--- config.mk ---
export PLATFORM = sky130hd
export DESIGN_NAME = hpr_read_port
export DESIGN_NICKNAME = d
export VERILOG_FILES = /design/src/shared/hpr_pkg.sv /design/src/core/hpr_read_port.sv /design/src/core/hpr_sync.sv /design/src/core/hpr_fifo.sv
export SDC_FILE = /design/constraint.sdc
export NUM_CORES = 1
export LEC_CHECK = 0
export BUFFER_PORTS_ARGS = -buffer_cell sky130_fd_sc_hd__buf_2
export CORE_MARGIN = 5
export CORE_UTILIZATION = 61
export DETAILED_ROUTE_END_ITERATION = 12
export PLACE_DENSITY = 0.82
export SLEW_MARGIN = 20
export SYNTH_ARGS = -nofsm -noshare
export SYNTH_HDL_FRONTEND = slang
export SYNTH_HIERARCHICAL = 1
export SYNTH_SLANG_ARGS = --single-unit
--- constraint.sdc ---
create_clock -name ref_clk -period 8 [get_ports ref_clk]
set_input_delay 0.4 -clock ref_clk [delete_from_list [all_inputs] [get_ports ref_clk]]
set_output_delay 0.4 -clock ref_clk [all_outputs]
set_load 0.005 [all_outputs]
--- src/shared/hpr_pkg.sv ---
// Constants and types shared by the host read port and its helpers.
// Assumes a single 250 MHz core clock; all times are converted here.
package hpr_pkg;

  // Core clock period
  localparam int HPR_CLK_PERIOD_NS = 4;

  // Host data and address widths
  localparam int HPR_DATA_W = 16;
  localparam int HPR_ADDR_W = 7;

  // Byte addresses seen on the host address pins
  localparam logic [7:0] HPR_RXD_LAST    = 8'h1f;
  localparam logic [7:0] HPR_RXS_OFF     = 8'h40;
  localparam logic [7:0] HPR_TXS_OFF     = 8'h48;
  localparam logic [7:0] HPR_DROP_OFF    = 8'ha4;
  localparam logic [7:0] HPR_DIRECT_MASK = 8'h06;

  // Burst length limit for address-decoded bursts
  localparam int HPR_BURST_MAX = 16;

  // Settle times after a side-effect read, in ns and in cycles (longest time: round down)
  localparam int HPR_LEVEL_DELAY_NS = 135;
  localparam int HPR_DROP_DELAY_NS  = 180;
  localparam int HPR_LEVEL_DELAY_CYC =
    (HPR_LEVEL_DELAY_NS / HPR_CLK_PERIOD_NS) < 1 ? 1 : (HPR_LEVEL_DELAY_NS / HPR_CLK_PERIOD_NS);
  localparam int HPR_DROP_DELAY_CYC =
    (HPR_DROP_DELAY_NS / HPR_CLK_PERIOD_NS) < 1 ? 1 : (HPR_DROP_DELAY_NS / HPR_CLK_PERIOD_NS);

  // Reset values
  localparam logic [HPR_DATA_W-1:0] HPR_DATA_RST = 16'h0000;
  localparam logic                  HPR_SYNC_RST = 1'b1;

  // Read engine states
  typedef enum logic [1:0] {
    HPR_IDLE,
    HPR_FETCH,
    HPR_HOLD
  } hpr_state_t;

  // Target of one word read
  typedef enum logic [1:0] {
    HPR_KIND_CSR,
    HPR_KIND_RXD,
    HPR_KIND_RXS,
    HPR_KIND_TXS
  } hpr_kind_t;

endpackage

--- src/core/hpr_read_port.sv ---
// Read side of the asynchronous 16-bit host port.
// Assumes register contents arrive on csr_rd_data in the same cycle that csr_rd_addr
// changes, and status FIFOs show their head word until popped.
//
// What the document requires
// RULE1: Host waits 135 ns after RX pops.
// RULE2: Host waits 135 ns after TX status pop.
// RULE3: Host spaces drop-counter reads by 180 ns.
// RULE4: Test-register reads have no side effects.
// RULE5: Fewer dummy reads allowed on slow hosts.
// RULE6: Address selects CSR or a FIFO.
// RULE7: Counter value captured at cycle start.
// RULE8: Cycle spans both strobes being low.
// RULE9: Strobe high gap between single reads.
// RULE10: Drive 16-bit data only during cycle.
// RULE11: Burst returns word per address, max 16.
// RULE12: Strobe high gap between bursts.
// RULE13: FIFO select forces RX data reads.
// RULE14: Direct mode keeps A[2:1], drops A[7:3].
// RULE15: FIFO select timed like address lines.
// RULE16: Direct bursts unlimited, one pop each.
// RULE17: Strobe high gap after direct burst.
// RULE18: TX level settles 135 ns after write.
// RULE19: Synchronise pins, pop once per read.
// RULE20: Delay level and drop update notices.
`timescale 1ns/1ps
`default_nettype none
module hpr_read_port
  import hpr_pkg::*;
#(
  parameter int DATA_W     = hpr_pkg::HPR_DATA_W,
  parameter int FIFO_DEPTH = 4
) (
  // Clock and reset
  input  wire logic                      ref_clk,
  input  wire logic                      sys_rst,
  // Host pins
  input  wire logic                      chip_select_low,
  input  wire logic                      read_strobe_low,
  input  wire logic                      fifo_sel,
  input  wire logic [hpr_pkg::HPR_ADDR_W:1] host_addr,
  output logic      [DATA_W-1:0]         host_data_out,
  output var  logic                      host_data_oe_low,
  // Register file side
  output logic      [hpr_pkg::HPR_ADDR_W:1] csr_rd_addr,
  output var  logic                      csr_capture,
  input  wire logic [DATA_W-1:0]         csr_rd_data,
  // Receive data stream in
  input  wire logic [DATA_W-1:0]         rx_data_in,
  input  wire logic                      rx_data_valid,
  output var  logic                      rx_data_ready,
  // Status FIFO heads and pops
  input  wire logic [DATA_W-1:0]         rx_sts_data,
  input  wire logic                      rx_sts_valid,
  output var  logic                      rx_sts_pop,
  input  wire logic [DATA_W-1:0]         tx_sts_data,
  input  wire logic                      tx_sts_valid,
  output var  logic                      tx_sts_pop,
  // Delayed update notices
  output var  logic                      rx_level_update,
  output var  logic                      tx_level_update,
  output var  logic                      drop_count_update
);

  import hpr_pkg::*;

  localparam int AW = HPR_ADDR_W;
  localparam int LVL_W  = $clog2(HPR_LEVEL_DELAY_CYC + 1);
  localparam int DROP_W = $clog2(HPR_DROP_DELAY_CYC + 1);

  // Synchronised pins
  logic          cs_low_s;
  logic          rd_low_s;
  logic          fsel_s;
  logic [AW:1]   addr_s;
  logic          active;
  logic [AW:1]   eff_addr;

  // Read engine
  hpr_state_t    state;
  hpr_kind_t     kind;
  logic [AW:1]   word_addr;
  logic [4:0]    burst_cnt;
  logic          direct;
  logic          word_live;
  logic          word_done;
  logic          addr_moved;
  logic          burst_ok;

  // Receive data buffer drain side
  logic [DATA_W-1:0] rxd_head;
  logic              rxd_valid;
  logic              rxd_pop;

  // Delay counters
  logic [LVL_W-1:0]  rx_lvl_cnt;
  logic [LVL_W-1:0]  tx_lvl_cnt;
  logic [DROP_W-1:0] drop_cnt;
  logic              drop_read;

  // Address decode, used for the first word and every burst step
  function automatic hpr_kind_t decode(input logic [AW:1] a);
    logic [7:0] byte_addr;
    byte_addr = {a, 1'b0};
    if (byte_addr <= HPR_RXD_LAST) begin
      decode = HPR_KIND_RXD;
    end else if (byte_addr == HPR_RXS_OFF) begin
      decode = HPR_KIND_RXS;
    end else if (byte_addr == HPR_TXS_OFF) begin
      decode = HPR_KIND_TXS;
    end else begin
      decode = HPR_KIND_CSR;
    end
  endfunction

  // RULE19: synchronise async pins
  hpr_sync #(
    .W       (3),
    .RST_VAL ({HPR_SYNC_RST, HPR_SYNC_RST, 1'b0})
  ) u_sync_ctl (
    .ref_clk  (ref_clk),
    .sys_rst  (sys_rst),
    .async_in ({chip_select_low, read_strobe_low, fifo_sel}),
    .sync_out ({cs_low_s, rd_low_s, fsel_s})
  );

  // RULE15: select goes through the strobe synchroniser, same depth as this address path
  hpr_sync #(
    .W       (AW),
    .RST_VAL ('0)
  ) u_sync_addr (
    .ref_clk  (ref_clk),
    .sys_rst  (sys_rst),
    .async_in (host_addr),
    .sync_out (addr_s)
  );

  // Receive data path buffer; it only drains on host reads, so it back-pressures the source
  hpr_fifo #(
    .WIDTH (DATA_W),
    .DEPTH (FIFO_DEPTH)
  ) u_rxd_fifo (
    .ref_clk   (ref_clk),
    .sys_rst   (sys_rst),
    .in_data   (rx_data_in),
    .in_valid  (rx_data_valid),
    .in_ready  (rx_data_ready),
    .out_data  (rxd_head),
    .out_valid (rxd_valid),
    .out_ready (rxd_pop)
  );

  // RULE8: both strobes low
  assign active = !cs_low_s && !rd_low_s;

  // RULE13: select forces RX data
  // RULE14: keep A[2:1] only
  assign eff_addr = fsel_s ? (AW'({HPR_DIRECT_MASK[7:1]}) & addr_s) : addr_s;

  // RULE11: new word on address change
  assign addr_moved = (eff_addr != word_addr);
  // RULE16: direct bursts have no limit
  assign burst_ok   = direct || (burst_cnt < 5'(HPR_BURST_MAX));
  // Only a word that reached the bus counts; a FETCH cut short pops nothing
  assign word_done  = word_live && (state == HPR_HOLD) && (!active || addr_moved);

  // Engine state and word bookkeeping
  always_ff @(posedge ref_clk) begin
    if (sys_rst) begin
      state     <= HPR_IDLE;
      kind      <= HPR_KIND_CSR;
      word_addr <= '0;
      burst_cnt <= '0;
      direct    <= 1'b0;
      word_live <= 1'b0;
    end else begin
      unique case (state)
        HPR_IDLE: begin
          if (active) begin
            state     <= HPR_FETCH;
            word_addr <= eff_addr;
            kind      <= decode(eff_addr);
            direct    <= fsel_s;
            burst_cnt <= 5'd1;
            word_live <= 1'b1;
          end
        end
        HPR_FETCH: begin
          state <= active ? HPR_HOLD : HPR_IDLE;
        end
        HPR_HOLD: begin
          if (!active) begin
            state     <= HPR_IDLE;
            word_live <= 1'b0;
          end else if (addr_moved) begin
            word_addr <= eff_addr;
            // Beyond the limit the held word stays on the bus; it pops once on this move, then nothing pops
            if (burst_ok && word_live) begin
              state     <= HPR_FETCH;
              kind      <= decode(eff_addr);
              burst_cnt <= direct ? burst_cnt : 5'(burst_cnt + 1'b1);
            end else begin
              word_live <= 1'b0;
            end
          end
        end
      endcase
    end
  end

  // RULE7: capture value at cycle start
  always_ff @(posedge ref_clk) begin
    if (sys_rst) begin
      csr_rd_addr <= '0;
      csr_capture <= 1'b0;
    end else begin
      csr_capture <= 1'b0;
      if ((state == HPR_IDLE && active) || (state == HPR_HOLD && active && addr_moved && burst_ok && word_live)) begin
        csr_rd_addr <= eff_addr;
        csr_capture <= (decode(eff_addr) == HPR_KIND_CSR);
      end
    end
  end

  // RULE6: return selected source
  always_ff @(posedge ref_clk) begin
    if (sys_rst) begin
      host_data_out <= HPR_DATA_RST;
    end else if (state == HPR_FETCH) begin
      unique case (kind)
        HPR_KIND_CSR: host_data_out <= csr_rd_data;
        HPR_KIND_RXD: host_data_out <= rxd_valid ? rxd_head : HPR_DATA_RST;
        HPR_KIND_RXS: host_data_out <= rx_sts_valid ? rx_sts_data : HPR_DATA_RST;
        HPR_KIND_TXS: host_data_out <= tx_sts_valid ? tx_sts_data : HPR_DATA_RST;
      endcase
    end
  end

  // RULE10: drive only while active
  // Release trails the pins by the synchroniser delay plus this register, five cycles; the host must respect it
  always_ff @(posedge ref_clk) begin
    if (sys_rst) begin
      host_data_oe_low <= 1'b1;
    end else begin
      host_data_oe_low <= !(active && state != HPR_IDLE);
    end
  end

  // RULE19: one pop per finished word
  // Popping at word end, not start, keeps the bus value stable for the whole word
  assign rxd_pop = word_done && (kind == HPR_KIND_RXD) && rxd_valid;
  always_ff @(posedge ref_clk) begin
    if (sys_rst) begin
      rx_sts_pop <= 1'b0;
      tx_sts_pop <= 1'b0;
      drop_read  <= 1'b0;
    end else begin
      rx_sts_pop <= word_done && (kind == HPR_KIND_RXS) && rx_sts_valid;
      tx_sts_pop <= word_done && (kind == HPR_KIND_TXS) && tx_sts_valid;
      // RULE4: test register has no effect
      drop_read  <= word_done && (kind == HPR_KIND_CSR) && ({word_addr, 1'b0} == HPR_DROP_OFF);
    end
  end

  // RULE20: delayed RX level notice
  // RULE1: notice within host wait
  always_ff @(posedge ref_clk) begin
    if (sys_rst) begin
      rx_lvl_cnt      <= '0;
      rx_level_update <= 1'b0;
    end else begin
      rx_level_update <= (rx_lvl_cnt == LVL_W'(1));
      if (rxd_pop || rx_sts_pop) begin
        rx_lvl_cnt <= LVL_W'(HPR_LEVEL_DELAY_CYC - 1);
      end else if (rx_lvl_cnt != '0) begin
        rx_lvl_cnt <= LVL_W'(rx_lvl_cnt - 1'b1);
      end
    end
  end

  // RULE2: delayed TX level notice
  always_ff @(posedge ref_clk) begin
    if (sys_rst) begin
      tx_lvl_cnt      <= '0;
      tx_level_update <= 1'b0;
    end else begin
      tx_level_update <= (tx_lvl_cnt == LVL_W'(1));
      if (tx_sts_pop) begin
        tx_lvl_cnt <= LVL_W'(HPR_LEVEL_DELAY_CYC - 1);
      end else if (tx_lvl_cnt != '0) begin
        tx_lvl_cnt <= LVL_W'(tx_lvl_cnt - 1'b1);
      end
    end
  end

  // RULE3: drop counter settle delay
  always_ff @(posedge ref_clk) begin
    if (sys_rst) begin
      drop_cnt          <= '0;
      drop_count_update <= 1'b0;
    end else begin
      drop_count_update <= (drop_cnt == DROP_W'(1));
      if (drop_read) begin
        drop_cnt <= DROP_W'(HPR_DROP_DELAY_CYC - 1);
      end else if (drop_cnt != '0) begin
        drop_cnt <= DROP_W'(drop_cnt - 1'b1);
      end
    end
  end

endmodule
`default_nettype wire

--- src/core/hpr_sync.sv ---
// Three-stage synchroniser for a bundle of asynchronous pins.
// Assumes the bundle is quasi-static around each change; the output moves
// only when stages two and three agree on the whole vector.
`timescale 1ns/1ps
`default_nettype none
module hpr_sync #(
  parameter int         W       = 1,
  parameter logic [W-1:0] RST_VAL = '0
) (
  // Clock and reset
  input  wire logic         ref_clk,
  input  wire logic         sys_rst,
  // Asynchronous input and clean output
  input  wire logic [W-1:0] async_in,
  output var  logic [W-1:0] sync_out
);

  logic [W-1:0] stage1;
  logic [W-1:0] stage2;
  logic [W-1:0] stage3;

  always_ff @(posedge ref_clk) begin
    if (sys_rst) begin
      stage1 <= RST_VAL;
      stage2 <= RST_VAL;
      stage3 <= RST_VAL;
    end else begin
      stage1 <= async_in;
      stage2 <= stage1;
      stage3 <= stage2;
    end
  end

  // Whole-vector agreement keeps a skewed address from being seen half-changed
  always_ff @(posedge ref_clk) begin
    if (sys_rst) begin
      sync_out <= RST_VAL;
    end else if (stage2 == stage3) begin
      sync_out <= stage3;
    end
  end

endmodule
`default_nettype wire

--- src/core/hpr_fifo.sv ---
// Small synchronous FIFO with valid/ready on both sides.
// Assumes one clock; in_ready and out_valid are registered.
`timescale 1ns/1ps
`default_nettype none
module hpr_fifo #(
  parameter int WIDTH = 16,
  parameter int DEPTH = 4
) (
  // Clock and reset
  input  wire logic             ref_clk,
  input  wire logic             sys_rst,
  // Fill side
  input  wire logic [WIDTH-1:0] in_data,
  input  wire logic             in_valid,
  output var  logic             in_ready,
  // Drain side
  output logic      [WIDTH-1:0] out_data,
  output var  logic             out_valid,
  input  wire logic             out_ready
);

  localparam int PW = (DEPTH > 1) ? $clog2(DEPTH) : 1;
  localparam int CW = $clog2(DEPTH + 1);

  logic [WIDTH-1:0] mem [DEPTH];
  logic [PW-1:0]    wr_ptr;
  logic [PW-1:0]    rd_ptr;
  logic [CW-1:0]    count;
  logic [CW-1:0]    next_count;
  logic             do_push;
  logic             do_pop;

  function automatic logic [PW-1:0] ptr_inc(input logic [PW-1:0] p);
    ptr_inc = (p == PW'(DEPTH - 1)) ? '0 : PW'(p + 1'b1);
  endfunction

  assign do_push  = in_valid && in_ready;
  assign do_pop   = out_ready && out_valid;
  assign out_data = mem[rd_ptr];

  always_comb begin
    next_count = count;
    if (do_push && !do_pop) begin
      next_count = CW'(count + 1'b1);
    end else if (do_pop && !do_push) begin
      next_count = CW'(count - 1'b1);
    end
  end

  always_ff @(posedge ref_clk) begin
    if (do_push) begin
      mem[wr_ptr] <= in_data;
    end
  end

  always_ff @(posedge ref_clk) begin
    if (sys_rst) begin
      wr_ptr    <= '0;
      rd_ptr    <= '0;
      count     <= '0;
      in_ready  <= 1'b0;
      out_valid <= 1'b0;
    end else begin
      if (do_push) begin
        wr_ptr <= ptr_inc(wr_ptr);
      end
      if (do_pop) begin
        rd_ptr <= ptr_inc(rd_ptr);
      end
      count     <= next_count;
      in_ready  <= (next_count != CW'(DEPTH));
      out_valid <= (next_count != '0);
    end
  end

endmodule
`default_nettype wire

; After elaboration in Yosys (flattened, before gate mapping)
; Memories as Yosys holds them, arrays and structs flattened. A register that Yosys moved wholly into a read port is not among the register bits.
; Cells that the tools add are included.
[classes]
n_mux = 50
n_addsub = 8
bitwise = 1
eq_ne = 25
magnitude_cmp = 2
reduce_logical = 54
[op_table]
columns = op, count
row1 = 16-bit case mux with 4 select lines, 1
row2 = 16-bit two-way mux, 3
row3 = 2-bit two-way mux, 18
row4 = 6-bit two-way mux, 6
row5 = 7-bit two-way mux, 4
row6 = 5-bit two-way mux, 5
row7 = 1-bit logical AND, 22
row8 = "6-bit by 1-bit == test with 1-bit output, second input constant", 3
row9 = 6-bit nonzero test, 3
row10 = "6-bit by 1-bit subtractor with 6-bit output, second input constant", 3
row11 = "7-bit by 6-bit == test with 1-bit output, second input constant", 2
row12 = 7-bit case mux with 2 select lines, 1
row13 = "3-bit inequality test, second input constant", 4
row14 = "2-bit == test, second input constant", 5
row15 = "2-bit inequality test, second input constant", 5
row16 = 5-bit case mux with 2 select lines, 1
row17 = 2-bit nonzero test, 5
row18 = "8-bit by 5-bit <= comparator with 1-bit output, second input constant", 1
row19 = 4-bit AND reduction, 2
row20 = 2-bit OR reduction, 4
row21 = 7-bit == test, 1
row22 = "7-bit == test, second input constant", 1
row23 = 7-bit inequality test, 1
row24 = 1-bit zero test, 6
row25 = other kinds (20), 33
[word_totals]
n_memories = 1
ramBits = 64
out_inout_bits = 31
wordCells = 176
inputBits = 79
reg_bits = 116
[memory_table]
columns = name, words, word_bits, read_ports, rd_ports_with_merged_regs, wr, line
row1 = u_rxd_fifo.mem, 4, 16, 1, 1, 1, hpr_fifo.sv:25  ; logic [WIDTH-1:0] mem [DEPTH];

; Logic depth before layout (Yosys ltp)
[depth]
depth_word = 12
ltp_mapped = 10
depth_no_buf = 9

; Cells and area by module
; Netlist, hierarchy kept.
[by_module_without_submodules]
columns = module, seq_area_each_um2, n_inst, area_each_um2, cells_each
row1 = hpr_read_port, 1341.3, 1, 3316.9, 408
row2 = hpr_fifo, 2142.1, 1, 2892.8, 150
row3 = hpr_sync (u_sync_addr), 560.5, 1, 954.7, 82
row4 = hpr_sync (u_sync_ctl), 240.2, 1, 402.9, 36

; Least setup slack after synthesis
; No wires, ideal clock.
[synth_timing]
path_kind = flip-flop to flip-flop
start = register u_sync_addr.sync_out[1]
end = register u_rxd_fifo.in_ready
setup_slack_ps = 5464
t_arrival_ps = 2421
path_stages_with_launch = 10
setup_time_ps = 115
n_path_buf = 0
required_time_ps = 7885
period_less_slack_ps = 2536
path_cell_list = dfxtp_1 xor2_1 a221o_1 nor4_4 a31oi_1 and2_1 and2_1 or4_4 o311a_1 o21ba_1
[synth_via]
elab_chain_cells = 11
word_cells_on_any_way = 13
classes_between = eq/ne (2) / mux (3) / reduce/logical (8)
[synth_rtl]
columns = element, line
row1 = start: declaration, hpr_sync.sv:15  ; output var logic [W-1:0] sync_out
row2 = start signal: assignment, hpr_sync.sv:39  ; sync_out <= stage3;
row3 = 7-bit two-way mux *, hpr_read_port.sv:158  ; assign eff_addr = fsel_s ? (AW'({HPR_DIRECT_MASK[7:1]}) & addr_s) : addr_s;
row4 = 7-bit inequality test *, hpr_read_port.sv:161  ; assign addr_moved = (eff_addr != word_addr);
row5 = 1-bit logical OR *, hpr_read_port.sv:165  ; assign word_done = word_live && (state == HPR_HOLD) && (!active || addr_moved);
row6 = 1-bit logical AND *, hpr_read_port.sv:165
row7 = 1-bit logical AND * (2 in series), hpr_read_port.sv:251  ; assign rxd_pop = word_done && (kind == HPR_KIND_RXD) && rxd_valid;
row8 = named net rxd_pop, hpr_read_port.sv:93  ; logic rxd_pop;
row9 = 1-bit logical AND *, hpr_fifo.sv:38  ; assign do_pop = out_ready && out_valid;
row10 = 1-bit logical AND / 1-bit zero test (equally long branches), "hpr_fifo.sv:45, hpr_fifo.sv:43"
row11 = 3-bit two-way mux / 1-bit logical AND (equally long branches), "hpr_fifo.sv:45, hpr_fifo.sv:43"
row12 = 3-bit two-way mux *, hpr_fifo.sv:43  ; if (do_push && !do_pop) begin
row13 = 3-bit inequality test *, hpr_fifo.sv:71  ; in_ready <= (next_count != CW'(DEPTH));
row14 = end signal: assignment, hpr_fifo.sv:71
row15 = end: declaration, hpr_fifo.sv:15  ; output var logic in_ready,
; Mark *: on every way through the listed nets, which the timed path passes. The rest lies on a longest branch.
; A chain may end at the register's enable or synchronous reset.

; Final worst setup path
[layout_timing]
start = register u_sync_ctl.sync_out[0]
end = register u_rxd_fifo.in_ready
[layout_via]
elab_chain_cells = 11
word_cells_on_any_way = 13
classes_between = eq/ne (2) / mux (3) / reduce/logical (8)
[layout_rtl]
columns = element, line
row1 = start: declaration, hpr_sync.sv:15
row2 = start signal: assignment, hpr_sync.sv:39
row3 = 7-bit two-way mux *, hpr_read_port.sv:158
row4 = 7-bit inequality test *, hpr_read_port.sv:161
row5 = 1-bit logical OR *, hpr_read_port.sv:165
row6 = 1-bit logical AND *, hpr_read_port.sv:165
row7 = 1-bit logical AND * (2 in series), hpr_read_port.sv:251
row8 = named net rxd_pop, hpr_read_port.sv:93
row9 = 1-bit logical AND *, hpr_fifo.sv:38
row10 = 1-bit logical AND / 1-bit zero test (equally long branches), "hpr_fifo.sv:45, hpr_fifo.sv:43"
row11 = 3-bit two-way mux / 1-bit logical AND (equally long branches), "hpr_fifo.sv:45, hpr_fifo.sv:43"
row12 = 3-bit two-way mux *, hpr_fifo.sv:43
row13 = 3-bit inequality test *, hpr_fifo.sv:71
; Marked as above.

==> reports/qor.log <==
INFO  outcome        outcome=finished clean
INFO  synthesis      synth_area_per_cell=11.19um^2
INFO  global_routing grt_pass1_wl=26.89mm
INFO  clock_tree     clk_transition_reported_paths=70ps
INFO  floorplanning  placementRows=40
INFO  clock_tree     clk_latency=430ps
INFO  synthesis      yosysSeqAreaShare=56.61%
INFO  floorplanning  dieArea=14730um^2
INFO  synthesis      synth.top_cell.area_share=31.22%
INFO  synthesis      total_standard_cell_area_after_synthesis=7567um^2
INFO  detailed_routing drt_iter0_drc=541
INFO  pwr            leak_pwr=0.003436uW
INFO  global_routing global_route.usage.total=23.10%
INFO  floorplanning  die_outline_height=121.4um
INFO  critical_path  reg2regPathDepth=9
INFO  clock_tree     clock_tree.buffer_depth=2
INFO  critical_path  cp-end-kind=flip-flop
INFO  detailed_routing avgRoutedWirePerCell=17.39um
INFO  global_routing antenna_found_initial=0
INFO  clock_tree     numCtsBuffers=17
INFO  synthesis      synth_fp_nets=774
INFO  sta            final.min_clock_period=2947ps
INFO  critical_path  crit-reg2reg-capture=u_rxd_fifo/in_ready
INFO  sta            slew-limit-headroom=40.47%
INFO  critical_path  crit_start=u_sync_ctl/sync_out[0]
INFO  job            maxCapViolations=0
INFO  detailed_routing drt-vias-per-instance=5.793
INFO  worst_hold_path hold_path.class=in -> reg
INFO  global_routing grt_max_degree=61
INFO  critical_path  required=8320ps
INFO  sta            max_slew.worst_pin.slew=892.9ps
INFO  placed_design  hpwl=11.50mm
INFO  layout         multi_input_comb_area=3093um^2
INFO  placed_design  port_buffers=109
INFO  clock_tree     clock_tree_from_tritoncts=yes
INFO  sta            timing_hold_violations_final=0
INFO  layout         post_route_cells_drive_above_1_share=23.48%
INFO  critical_path  worst-setup-path-type=reg -> reg
INFO  floorplanning  initial_core_util=62.48%
INFO  clock_tree     cts_resized=0
INFO  floorplanning  die_w=121.4um
INFO  floorplanning  io_pins=110
INFO  critical_path  critical_path.most_common_cell=and2_1
INFO  critical_path  critPathArrivalTime=3260ps
INFO  critical_path  rr_startpoint=u_sync_ctl/sync_out[0]
INFO  synthesis      synth_enable_flop_cells=64
INFO  clock_tree     h-tree-depth=4
INFO  sta            finalCritPeriodShare=36.84%
INFO  synthesis      synth.area.top_cells=dfxtp_1 31%, edfxtp_1 25%, mux4_2 4.8%
INFO  sta            finalSetupViolations=0
INFO  pwr            p_per_area=252.4nW/um^2
INFO  synthesis      synth_largest_area_cell=dfxtp_1
INFO  synthesis      synth_flop_cell=dfxtp_1
INFO  pwr            irDropWorstVdd=190.3uV
INFO  detailed_routing antenna_violating_nets_post_route=0
INFO  layout         synthToLayoutAreaGrowth=16.24%
INFO  global_routing first_global_vias=5689
INFO  global_routing grt_remaining_overflow=0
INFO  critical_path  last_element_of_the_critical_path=u_rxd_fifo/in_ready
INFO  synthesis      synth_most_common_cell=dfxtp_1
INFO  critical_path  critPathSlowestCell=dfxtp_1
INFO  synthesis      ys_warn_count=6
INFO  detailed_routing postRouteWirelength=16.63mm
INFO  sta            achievable-frequency=339.3MHz
INFO  layout         final-seq-area=4285um^2
INFO  sta            hold_ws=152.9ps
INFO  critical_path  cpPeakStageDelay=590ps
INFO  floorplanning  core=12110um^2
INFO  synthesis      synth_cell_types=69
INFO  pwr            report.power.total=2220uW
INFO  sta            totalNegativeSetupSlack=0ps
INFO  synthesis      netlist_top_cells_count=118 x dfxtp_1, 64 x edfxtp_1, 58 x nand2_1, 55 x nor2_1, 34 x nor3_1
INFO  clock_tree     post_cts.repair.setup_buffers=0
INFO  detailed_routing drtPass1Iterations=8
INFO  layout         final_nets=874
INFO  critical_path  timing.critical_path.fanout_max=14
INFO  synthesis      syn_inst=676
INFO  sta            timing_max_transition_violations_final=0
INFO  layout         nFillCells=845
INFO  critical_path  crit_chain=nor2b_1 -> xor2_1 -> nor4_4 -> a31oi_1 -> and2_1 -> and2_1 -> or4_4 -> o311a_1 -> o21ba_1
INFO  sta            grt_setup_unrepaired=no
INFO  clock_tree     clkSinkCount=182
INFO  detailed_routing num_vias=5538
INFO  placed_design  place.gp.congestion=0.9007
INFO  detailed_routing detail_route.drc_violations=0
INFO  synthesis      yosys_register_bits=182
INFO  clock_tree     holdBufCountCts=0
INFO  critical_path  critPathLaunchType=flip-flop
INFO  clock_tree     cts-root-buf=clkbuf_16
INFO  layout         antenna_cells=0
INFO  sta            finClkSkew=9.312ps
INFO  critical_path  rrSetupSlack=5050ps
INFO  synthesis      synthArstFlopShare=0%
[worst max-delay path: cells and delay by family (launching register included)]
kind / cells / cell delay (ps)
DFF: 1 / 590
and+or+nand+nor: 5 / 1490
xor gates and xnor gates: 1 / 200
AOI/OAI and AO/OA: 3 / 560
[how the worst min path moves through the flow]
| stage | slack, ps | cells after the start | endpoint | from |
|---|---|---|---|---|
| final | 150 | 2 | u_sync_ctl/stage1[1] | read_strobe_low |
| after floorplan | 390 | 1 | u_sync_ctl/stage2[1] | u_sync_ctl/stage1[1] |
| after detailed placement | 390 | 1 | u_sync_ctl/stage2[2] | u_sync_ctl/stage1[2] |
| after global placement | 390 | 1 | u_sync_ctl/stage2[1] | u_sync_ctl/stage1[1] |
| after CTS | 130 | 2 | u_sync_ctl/stage1[1] | read_strobe_low |
| after global routing | 150 | 2 | u_sync_ctl/stage1[1] | read_strobe_low |
[metal layers]
| metal | GRT usage, % | vias up | part of all wire, % |
|---|---|---|---|
| met5 | 0 | - | 0 |
| met4 | 8.613 | 0 | 1.9 |
| met3 | 6.014 | 31 | 7.1 |
| met2 | 38.00 | 203 | 50 |
| met1 | 29.41 | 2677 | 41 |
| li1 | - | 2627 | - |
[logic make-up (layout without fill, tap and decap cells)]
kind of cell,after synthesis,count (layout),share of synthesized area [%]
and+or+nand+nor,271,271,18.82
DFF,182,182,56.61
AOI/OAI and AO/OA,91,91,8.499
buffers and inverters,52,164,2.662
muxes,34,34,7.143
xor gates and xnor gates,27,27,3.125
adders and majority gates,19,19,3.142
[where the power goes]
group	switching, uW	internal, uW
registers	54.1	1030
clock network	372	412
logic	192	162
total	618	1600
[sequential cells by signal, summed over array words and instances (netlist names), 2 cells and up, named ones only]
name                  cells
u_sync_ctl/sync_out       3
host_data_out            16
u_rxd_fifo/mem           64
tx_lvl_cnt                6
u_sync_addr/stage2        7
csr_rd_addr               7
word_addr                 7
u_sync_addr/sync_out      7
state                     2
u_sync_ctl/stage3         3
u_sync_addr/stage3        7
u_rxd_fifo/wr_ptr         2
rx_lvl_cnt                6
kind                      2
drop_cnt                  6
u_rxd_fifo/rd_ptr         2
u_sync_addr/stage1        7
u_sync_ctl/stage1         3
u_sync_ctl/stage2         3
burst_cnt                 5
u_rxd_fifo/count          3
[cells in the final DEF (no fill, tap or decap), types with 7 or more instances in the layout]
cell,instances
nand2_1,58
or2_2,9
edfxtp_1,64
o21ai_0,7
xnor2_1,15
nor2_1,55
nand2b_1,15
inv_6,7
clkbuf_16,17
inv_1,20
a21oi_1,23
nor3_1,34
buf_2,109
ha_1,19
mux2i_1,18
dfxtp_1,117
a221oi_1,16
o21ai_1,7
mux4_2,16
nand3_1,20
and3_1,8
xor2_1,12
nor2b_1,28
o211ai_1,7
[area by class of cell]
cell class / instances / share of cell area [%]
flip-flops and latches: 182 / 48.72
multi-input cells: 442 / 35.16
repair buffers: 113 / 6.543
clock buffers: 17 / 4.836
well taps: 168 / 2.390
clock inverters: 14 / 1.494
inverters: 20 / 0.8535
[through the flow]
step / instances / setup slack [ps] / util [%] / area (um^2)
after floorplan: 676 / 5464 / - / 7567
after global placement: 925 / 5261 / 67.96 / 8232
after detailed placement: 925 / 5102 / 67.96 / 8232
after CTS: 956 / 5066 / 72.56 / 8788
after global routing: 956 / 4849 / 72.62 / 8796
final: 956 / 5053 / 72.62 / 8796
(Power assumes the default switching activity.)
